<file path="src/gco_pkg.sv">
package gco_pkg;
    localparam int unsigned DATA_W = 32;
    localparam int unsigned CNT_W  = 64;
    localparam int unsigned OPC_W  = 8;
    localparam int unsigned DEST_W = 7;
    localparam logic [7:0] OPC_BITOR     = 8'h11;
    localparam logic [7:0] OPC_UGTR      = 8'h21;
    localparam logic [7:0] OPC_CARRY     = 8'h2d;
    localparam logic [7:0] OPC_BITXOR    = 8'h30;
    localparam logic [7:0] OPC_CURCYCLES = 8'ha2;
    localparam logic [63:0] CNT_RESET    = 64'h0;
    localparam logic [31:0] FLAG_ONE     = 32'h1;
    localparam logic [31:0] FLAG_ZERO    = 32'h0;
endpackage

</file>
<file path="src/gco_cycle_counter.sv">
`timescale 1ns/1ps
module gco_cycle_counter (
    input  wire logic        clk,
    input  wire logic        srst,
    input  wire logic        stall,
    input  wire logic        count_all,
    input  wire logic        sample,
    output logic [63:0]      master,
    output logic [63:0]      slave
);
    typedef struct packed {
        logic [63:0] master;
        logic [63:0] slave;
    } gco_cnt_state_t;

    gco_cnt_state_t s_q;
    gco_cnt_state_t s_d;

    always_comb begin
        s_d = s_q;
        if (count_all || !stall) begin
            s_d.master = s_q.master + 64'h1;
        end
        if (sample) begin
            s_d.slave = s_q.master;
        end
    end

    always_ff @(posedge clk) begin
        if (srst) begin
            s_q.master <= gco_pkg::CNT_RESET;
            s_q.slave  <= gco_pkg::CNT_RESET;
        end else begin
            s_q <= s_d;
        end
    end

    assign master = s_q.master;
    assign slave  = s_q.slave;
endmodule

</file>
<file path="src/gco_exec.sv">
`timescale 1ns/1ps
module gco_exec (
    input  wire logic        CLOCK,
    input  wire logic        SRST,
    input  wire logic        ISSUE_VALID,
    input  wire logic [7:0]  OPCODE,
    input  wire logic [31:0] FIRST_SOURCE,
    input  wire logic [31:0] SECOND_SOURCE,
    input  wire logic        GUARD_PRESENT,
    input  wire logic [31:0] GUARD_VALUE,
    input  wire logic [6:0]  DEST_INDEX,
    input  wire logic        STALL,
    input  wire logic        STALL_COUNT_SELECT,
    input  wire logic        JUMP_TAKEN,
    output logic             RESULT_WRITE,
    output logic [6:0]       RESULT_DEST,
    output logic [31:0]      RESULT_DATA,
    output logic [31:0]      SLAVE_COUNT_LOW,
    output logic [31:0]      SLAVE_COUNT_HIGH,
    output logic             OPCODE_KNOWN
);
    typedef struct packed {
        logic        wr;
        logic [6:0]  dest;
        logic [31:0] data;
    } gco_state_t;

    gco_state_t  s_q;
    gco_state_t  s_d;
    logic [63:0] master;
    logic [63:0] slave;
    logic [32:0] sum;
    logic        known;
    logic [31:0] res;
    logic        guard_ok;
    logic        take;

    // slave snapshot keeps low and high word reads coherent
    gco_cycle_counter u_cnt (
        .clk       (CLOCK),
        .srst      (SRST),
        .stall     (STALL),
        .count_all (STALL_COUNT_SELECT),
        .sample    (JUMP_TAKEN),
        .master    (master),
        .slave     (slave)
    );

    always_comb begin
        sum   = {1'b0, FIRST_SOURCE} + {1'b0, SECOND_SOURCE};
        known = 1'b1;
        res   = gco_pkg::FLAG_ZERO;
        unique case (OPCODE)
            gco_pkg::OPC_BITOR:     res = FIRST_SOURCE | SECOND_SOURCE;
            gco_pkg::OPC_BITXOR:    res = FIRST_SOURCE ^ SECOND_SOURCE;
            // borrow arrives here with operands already swapped by the scheduler
            gco_pkg::OPC_UGTR:      res = (FIRST_SOURCE > SECOND_SOURCE) ? gco_pkg::FLAG_ONE
                                                                         : gco_pkg::FLAG_ZERO;
            gco_pkg::OPC_CARRY:     res = sum[32] ? gco_pkg::FLAG_ONE : gco_pkg::FLAG_ZERO;
            gco_pkg::OPC_CURCYCLES: res = master[31:0];
            default:                known = 1'b0;
        endcase
        guard_ok = !GUARD_PRESENT || GUARD_VALUE[0];
        take     = ISSUE_VALID && known && guard_ok;
        s_d      = s_q;
        s_d.wr   = take;
        // a false guard or a refused code leaves data and dest standing
        if (take) begin
            s_d.dest = DEST_INDEX;
            s_d.data = res;
        end
    end

    always_ff @(posedge CLOCK) begin
        if (SRST) begin
            s_q <= '0;
        end else begin
            s_q <= s_d;
        end
    end

    assign RESULT_WRITE     = s_q.wr;
    assign RESULT_DEST      = s_q.dest;
    assign RESULT_DATA      = s_q.data;
    assign SLAVE_COUNT_LOW  = slave[31:0];
    assign SLAVE_COUNT_HIGH = slave[63:32];
    assign OPCODE_KNOWN     = known;
endmodule

</file>
<file path="config.mk">
export PLATFORM = sky130hd
export DESIGN_NAME = gco_exec
export DESIGN_NICKNAME = d
export VERILOG_FILES = /design/src/gco_pkg.sv /design/src/gco_cycle_counter.sv /design/src/gco_exec.sv
export SDC_FILE = /design/constraint.sdc
export NUM_CORES = 1
export LEC_CHECK = 0
export BUFFER_PORTS_ARGS = -buffer_cell sky130_fd_sc_hd__buf_2
export CELL_PAD_IN_SITES_DETAIL_PLACEMENT = 1
export CELL_PAD_IN_SITES_GLOBAL_PLACEMENT = 2
export CORE_ASPECT_RATIO = 0.5
export CORE_MARGIN = 8
export CORE_UTILIZATION = 34
export CTS_CLUSTER_DIAMETER = 120
export CTS_CLUSTER_SIZE = 30
export DETAILED_ROUTE_END_ITERATION = 8
export GPL_TIMING_DRIVEN = 0
export PLACE_DENSITY_LB_ADDON = 0.08
export SLEW_MARGIN = 20
export SYNTH_ARGS = -nofsm -noshare
export SYNTH_HDL_FRONTEND = slang
export SYNTH_SLANG_ARGS = --single-unit
</file>
<file path="constraint.sdc">
create_clock -name CLOCK -period 6.9 [get_ports CLOCK]
set_clock_uncertainty 0.1 [all_clocks]
set_input_delay 1.035 -clock CLOCK [delete_from_list [all_inputs] [get_ports CLOCK]]
set_output_delay 1.035 -clock CLOCK [all_outputs]
set_load 0.02 [all_outputs]
</file>
==> impl_metrics.tcl, run 1 <==
set metrics [dict create \
    synth-seq-area-share_pct 37.08 \
    path_cells "buf_2 -> or2_2 -> nor4_2 -> buf_2 -> or3_1 -> buf_2" \
    period_share_pct 58.59 \
    period_minus_slack_ns 4.042 \
    drt-total-wl_mm 29.44 \
    setup_viol 0 \
    rows 42 \
    fmax_mhz 247.4 \
    dpl-instance-area_um2 10460 \
    post_cts_buffers 0 \
    ys.flop_type "dfxtp_1" \
    syn_avg_cell_area_um2 8.688 \
    clkTransAtPathRegs_ns 0.07 \
    fin_nets 1467 \
    startpoint_type "primary input" \
    arrival_ns 2.91 \
    outcome "finished, final reports clean" \
    drv_cap 0 \
    start_util_pct 34.45 \
    cpLargestDelayFamily "simple AND/OR/NAND/NOR gates" \
    clockBufferDepth 2 \
    drc 0 \
    synth_seq_cells 168 \
    grt_pass1_wl_mm 46.82 \
    cts_tree "yes" \
    worstHoldPathType "reg -> reg" \
    dieArea_um2 32480 \
    power.total_w 0.002099 \
    fp.dieH_um 131.5 \
    io_buffer_count 189 \
    grt_usage_pct 18.05 \
    htree_num_levels 4 \
    clk_latency_ns 0.44 \
    final_area_um2 11020 \
    worstSetupPathType "in -> out" \
    async_flop_share_pct 0 \
    clock_sinks 168 \
    viasPerCell 4.903 \
    syn_inst 1044 \
    yosysWarningCount 0 \
    muxShareOfSynthArea_pct 7.946 \
    ctsResizeCount 0 \
    ios 223 \
    cts_inserted_buffers 17 \
    slew_violations 0 \
    syn_to_final_growth_pct 21.48 \
    grt_overflow 0 \
    fillers 3189 \
    relSlewSlack_pct 39.59 \
    synth_adder_area_share_pct 13.38 \
    synth_xor_area_share_pct 5.697 \
    antenna_left 0 \
    rsz0062_at_grt "false" \
    cp.required_ns 5.76 \
    power.leakage_nw 5.160 \
    yosys.area_share.simple_pct 19.55 \
    hold_viol_final 0 \
    vias 7938 \
    drt_iter0_drc 259 \
    netlist_area_um2 9070 \
    cpMostUsedCell "buf_2" \
    clockRootBuffer "clkbuf_16" \
    synth.net_count 1259 \
    core-area_um2 26330 \
    ir_drop_uv 195.8 \
    hpwl_mm 23.64 \
    wl_per_cell_um 18.19 \
    crit_fanout 10 \
    critPathCaptureType "primary output" \
    tightest_slew_ns 0.9062 \
    yosysUniqueCellTypes 56 \
    multi_input_area_um2 5166 \
    synth_edf_count 0 \
    critPathBufInv 3 \
    grt_pass1_vias 8554 \
    gp_congestion 0.8424 \
    antenna_found_initial 4 \
    p_per_area_nw_per_um2 190.5 \
    finalSetupTns_ns 0 \
    crit_slowest_cell "nor4_2" \
    layout-drive-gt1-share_pct 20.32 \
    first_pass_iters 4 \
    seqCellArea_um2 3363 \
    slowest_delay_ns 0.70 \
    synth_compound_area_share_pct 10.39 \
    grt_max_degree 17 \
    synth_top_family_by_area "simple AND/OR/NAND/NOR gates" \
    postCtsHoldBufs 0 \
    die_w_um 247.0 \
]
where the power goes:
| part | total, W | internal [W] | leakage (nW) | switching, W |
|---|---|---|---|---|
| Combinational | 0.000198 | 0.0000759 | 3.53 | 0.000122 |
| Clock | 0.000922 | 0.000494 | 0.275 | 0.000428 |
| Sequential | 0.000979 | 0.000974 | 1.35 | 0.00000533 |
registers in the layout, summed over array words and instances (netlist names):
signal,flops
RESULT_WRITE,1
u_cnt.master,64
RESULT_DEST,7
u_cnt.slave,64
RESULT_DATA,32
synth_stat cells, types with 5 or more instances:
| cell | n | area (um^2) |
|---|---|---|
| nor3_1 | 9 | 45.04 |
| nand4_1 | 24 | 150.1 |
| nor4_1 | 9 | 56.30 |
| mux2i_1 | 72 | 720.7 |
| nor2b_1 | 6 | 37.54 |
| a21oi_1 | 52 | 260.3 |
| nand2_1 | 58 | 217.7 |
| dfxtp_1 | 168 | 3363 |
| nor2_1 | 188 | 705.7 |
| a221oi_1 | 6 | 52.55 |
| buf_2 | 8 | 40.04 |
| and4_1 | 5 | 43.79 |
| xor2_1 | 47 | 411.6 |
| clkbuf_1 | 24 | 90.09 |
| xnor2_1 | 12 | 105.1 |
| a211oi_1 | 34 | 255.2 |
| ha_1 | 97 | 1214 |
| buf_4 | 7 | 52.55 |
| inv_1 | 79 | 296.5 |
| nand3_1 | 28 | 140.1 |
| and3_1 | 9 | 56.30 |
| o21ai_0 | 35 | 175.2 |
| buf_1 | 6 | 22.52 |
logic make-up after synthesis:
kind of cell,count (synthesis)
buffers and inverters,127
adder cells (fa/ha/maj),97
AND/OR/NAND/NOR,369
flip-flops,168
XOR/XNOR,59
multiplexers,72
AO/OA/AOI/OAI,152
worst paths after layout:
check | start | endpoint | depth (start not counted) | slack (ns)
min reg2reg | u_cnt.slave[53]$_SDFFE_PP0P_ | u_cnt.slave[53]$_SDFFE_PP0P_ | 2 | 0.39
max | OPCODE[3] | OPCODE_KNOWN | 6 | 2.86
max reg2reg | u_cnt.master[7]$_SDFFE_PP0P_ | u_cnt.master[45]$_SDFFE_PP0P_ | 7 | 4.26
min | u_cnt.slave[53]$_SDFFE_PP0P_ | u_cnt.slave[53]$_SDFFE_PP0P_ | 2 | 0.39
layout make-up:
cell class | instances | share of cell area [%]
antenna | 2 | 0.04542
buffer | 48 | 2.214
clock buffer | 20 | 4.236
clock inverter | 12 | 0.8176
inverter | 79 | 2.691
multi-input combinational | 749 | 46.89
sequential | 168 | 30.52
tap | 352 | 3.997
timing repair buffer | 189 | 8.585
through the flow:
stage	worst slack (ns)	instances	util [%]	hold slack (ns)
2_1_floorplan	3.475	1044	-	0.3788
3_5_place_dp	2.797	1585	39.72	0.3798
3_3_place_gp	2.797	1585	39.72	0.3671
5_1_grt	2.700	1619	41.85	0.4069
4_1_cts	2.795	1617	41.83	0.3979
6_report	2.858	1619	41.85	0.3915
worst reg2reg max path: stages, from the launching register on:
cell and delay [ns]:
dfxtp_1 0.51, and4_2 0.35, nand4_4 0.21, nor3_1 0.60, and3_2 0.41, nand3_1 0.12, xor2_1 0.17, nor2_1 0.05
cells in the final DEF (no fill, tap or decap), types with 3 or more instances in the layout:
master,instances
buf_2,197
nor2_1,188
dfxtp_1,168
ha_1,97
inv_1,79
mux2i_1,72
nand2_1,58
a21oi_1,52
xor2_1,47
o21ai_0,35
a211oi_1,34
nand3_1,28
nand4_1,24
clkbuf_1,24
clkbuf_16,17
xnor2_1,12
and3_1,9
nor3_1,9
nor4_1,9
buf_4,7
buf_1,6
nor2b_1,6
a221oi_1,6
clkbuf_8,5
and4_1,5
or3_1,4
o31ai_1,4
a21o_1,4
inv_6,4
clkinv_2,4
nand2b_1,3
nor4_4,3
and3_2,3
and4_2,3
layer usage:
metal  up-vias  track usage [%]  wire length [um]
met5         -                0                23
met4         4            4.691               416
met3        30            3.904              1141
met2       115            29.79             13610
met1      3827            23.60             14250
li1       3962                -                 -
Power figures use the tool's default switching activity.
==> run 2, diff against run 1 <==
--- a/config.mk
+++ b/config.mk
@@ -10,7 +10,7 @@
 export CELL_PAD_IN_SITES_GLOBAL_PLACEMENT = 2
 export CORE_ASPECT_RATIO = 0.5
 export CORE_MARGIN = 8
-export CORE_UTILIZATION = 34
+export CORE_UTILIZATION = 32
 export CTS_CLUSTER_DIAMETER = 120
 export CTS_CLUSTER_SIZE = 30
 export DETAILED_ROUTE_END_ITERATION = 8
==> constraint.sdc (replaced) <==
create_clock -name CLOCK -period 3.9 [get_ports CLOCK]
set_clock_uncertainty 0.1 [all_clocks]
set_input_delay 0.585 -clock CLOCK [delete_from_list [all_inputs] [get_ports CLOCK]]
set_output_delay 0.585 -clock CLOCK [all_outputs]
set_load 0.02 [all_outputs]
==> run 2 against run 1 <==
Total power increased by 80%; global-route usage decreased by 0.46 points; die area rose by 5.7%; critical path depth unchanged; clock power up 84%; first-iteration DRC count shrank 15%; critical endpoint unchanged; largest cell class unchanged; largest power group unchanged.
==> impl_metrics.tcl, run 2 (synthesized netlist as in run 1, its figures left out) <==
set metrics [dict create \
    outcome "finished, final reports clean" \
    rows 43 \
    syn_to_final_growth_pct 22.10 \
    layout_commonest_cell "buf_2" \
    r2r_slack_ns 1.29 \
    layout_common_cells "buf_2 (197), nor2_1 (188), dfxtp_1 (168), ha_1 (97), inv_1 (79)" \
    cp.required_ns 3.21 \
    start_util_pct 32.67 \
    relSlewSlack_pct 43.95 \
    tightest_slew_ns 0.8338 \
    arrival_ns 2.51 \
    worstSetupPathType "in -> out" \
    clockBufferDepth 2 \
    startpoint_type "primary input" \
    pre_cts_ws_ns 0.6227 \
    dp_cells 1615 \
    antenna_found_initial 1 \
    slew_violations 0 \
    crit_fanout 10 \
    power_frac_seq_pct 45.7 \
    clock_sinks 168 \
    finalSetupTns_ns 0 \
    r2r-start "u_cnt.master[7]$_SDFFE_PP0P_" \
    die_w_um 254.1 \
    critPathBufInv 3 \
    hold_start "DEST_INDEX[6]" \
    cpLargestDelayFamily "simple AND/OR/NAND/NOR gates" \
    drc 0 \
    worstHoldPathType "in -> reg" \
    fillers 3378 \
    power.leakage_nw 5.166 \
    clockRootBuffer "clkbuf_16" \
    grt_overflow 0 \
    postCtsHoldBufs 0 \
    drv_cap 0 \
    wl_per_cell_um 18.17 \
    period_minus_slack_ns 3.198 \
    hpwl_mm 23.92 \
    clkTransAtPathRegs_ns 0.07 \
    crit_start "OPCODE[3]" \
    gp_congestion 0.8353 \
    fmax_mhz 312.7 \
    slowest_delay_ns 0.74 \
    intPower_w 0.002796 \
    setup_slack_ns 0.7023 \
    period_share_pct 81.99 \
    fp.dieH_um 135.0 \
    crit_slowest_cell "nor4_2" \
    dieArea_um2 34310 \
    vias 7965 \
    cts_tree "yes" \
    drt_iter0_drc 219 \
    core-area_um2 27760 \
    io_buffer_count 189 \
    combPwrFrac_pct 9.2 \
    num_antenna_cells 0 \
    cpMostUsedCell "buf_2" \
    antenna_left 0 \
    p_switching_w 0.0009896 \
    post_cts_buffers 0 \
    path_cells "buf_2 -> or2_2 -> nor4_2 -> buf_2 -> or3_1 -> buf_2" \
    grt_pass1_wl_mm 47.35 \
    p_per_area_nw_per_um2 341.8 \
    instances_no_fill 1647 \
    ctsResizeCount 0 \
    cts_inserted_buffers 17 \
    clkPwrFrac_pct 45.0 \
    swShare_pct 26.14 \
    hold_viol_final 0 \
    grt_max_degree 17 \
    power.total_w 0.003785 \
    ir_drop_uv 290.4 \
    setup_viol 0 \
    layout-drive-gt1-share_pct 20.32 \
    htree_num_levels 4 \
    grt_pass1_vias 8412 \
    critPathCaptureType "primary output" \
    clk_latency_ns 0.43 \
    rsz0062_at_grt "false" \
    first_pass_iters 4 \
    drt-total-wl_mm 29.93 \
    fin_nets 1467 \
    ios 223 \
    grt_usage_pct 17.59 \
    viasPerCell 4.836 \
]
==> run 2: cell count changes in the layout (fill, tap and decap cells not counted), sizes merged <==
cell / change
bufinv: +1
clkinvlp: +1
clkinv: -1
diode: -2
inv: -1
==> run 2: power groups by stage <==
stage | Clock (W) | Sequential, W | Combinational, W
final | 0.00170 | 0.00173 | 0.000350
after global routing | 0.00183 | 0.00173 | 0.000397
after CTS | 0.00175 | 0.00173 | 0.000355
after detailed placement | 0 | 0.00177 | 0.000354
after global placement | 0 | 0.00177 | 0.000344
after floorplan | 0 | 0.00177 | 0.000205
==> run 2: layout make-up <==
type,instances,area (um^2),share of cell area [%]
clock inverters,12,113.9,1.028
multi-input cells,749,5166,46.65
plain buffers,48,244.0,2.203
flip-flops and latches,168,3363,30.37
clock buffers,20,466.7,4.214
inverters,79,296.5,2.678
repair buffers,189,945.9,8.541
well taps,382,478.0,4.316
==> run 2: path summary, 6_finish.rpt <==
kind         cells past startpoint                            end
min                              3    RESULT_DEST[6]$_SDFFE_PP0P_
min reg2reg                      2   u_cnt.slave[14]$_SDFFE_PP0P_
max reg2reg                      7  u_cnt.master[45]$_SDFFE_PP0P_
max                              6                   OPCODE_KNOWN
==> run 2: layer usage <==
layer	routed length, um	vias up	global-route usage, %
met4	210	2	3.353
met2	14210	100	30.00
met1	14440	3889	22.90
met3	1058	15	3.625
met5	13	-	0
li1	-	3959	-
==> run 2: worst register-to-register path: stages (launching register included) <==
cell and delay, ns:
dfxtp_1 0.53, and4_2 0.35, nand4_4 0.20, nor3_1 0.59, and3_2 0.40, nand3_1 0.12
xor2_1 0.15, nor2_1 0.05
==> run 2: per-stage QoR <==
stage | hold slack, ns | util, % | area [um^2]
2_1_floorplan | 0.3788 | - | 9070
3_3_place_gp | 0.3673 | 37.80 | 10490
3_5_place_dp | 0.3796 | 37.80 | 10490
4_1_cts | 0.2724 | 39.89 | 11070
5_1_grt | 0.2894 | 39.89 | 11070
6_report | 0.2960 | 39.89 | 11070
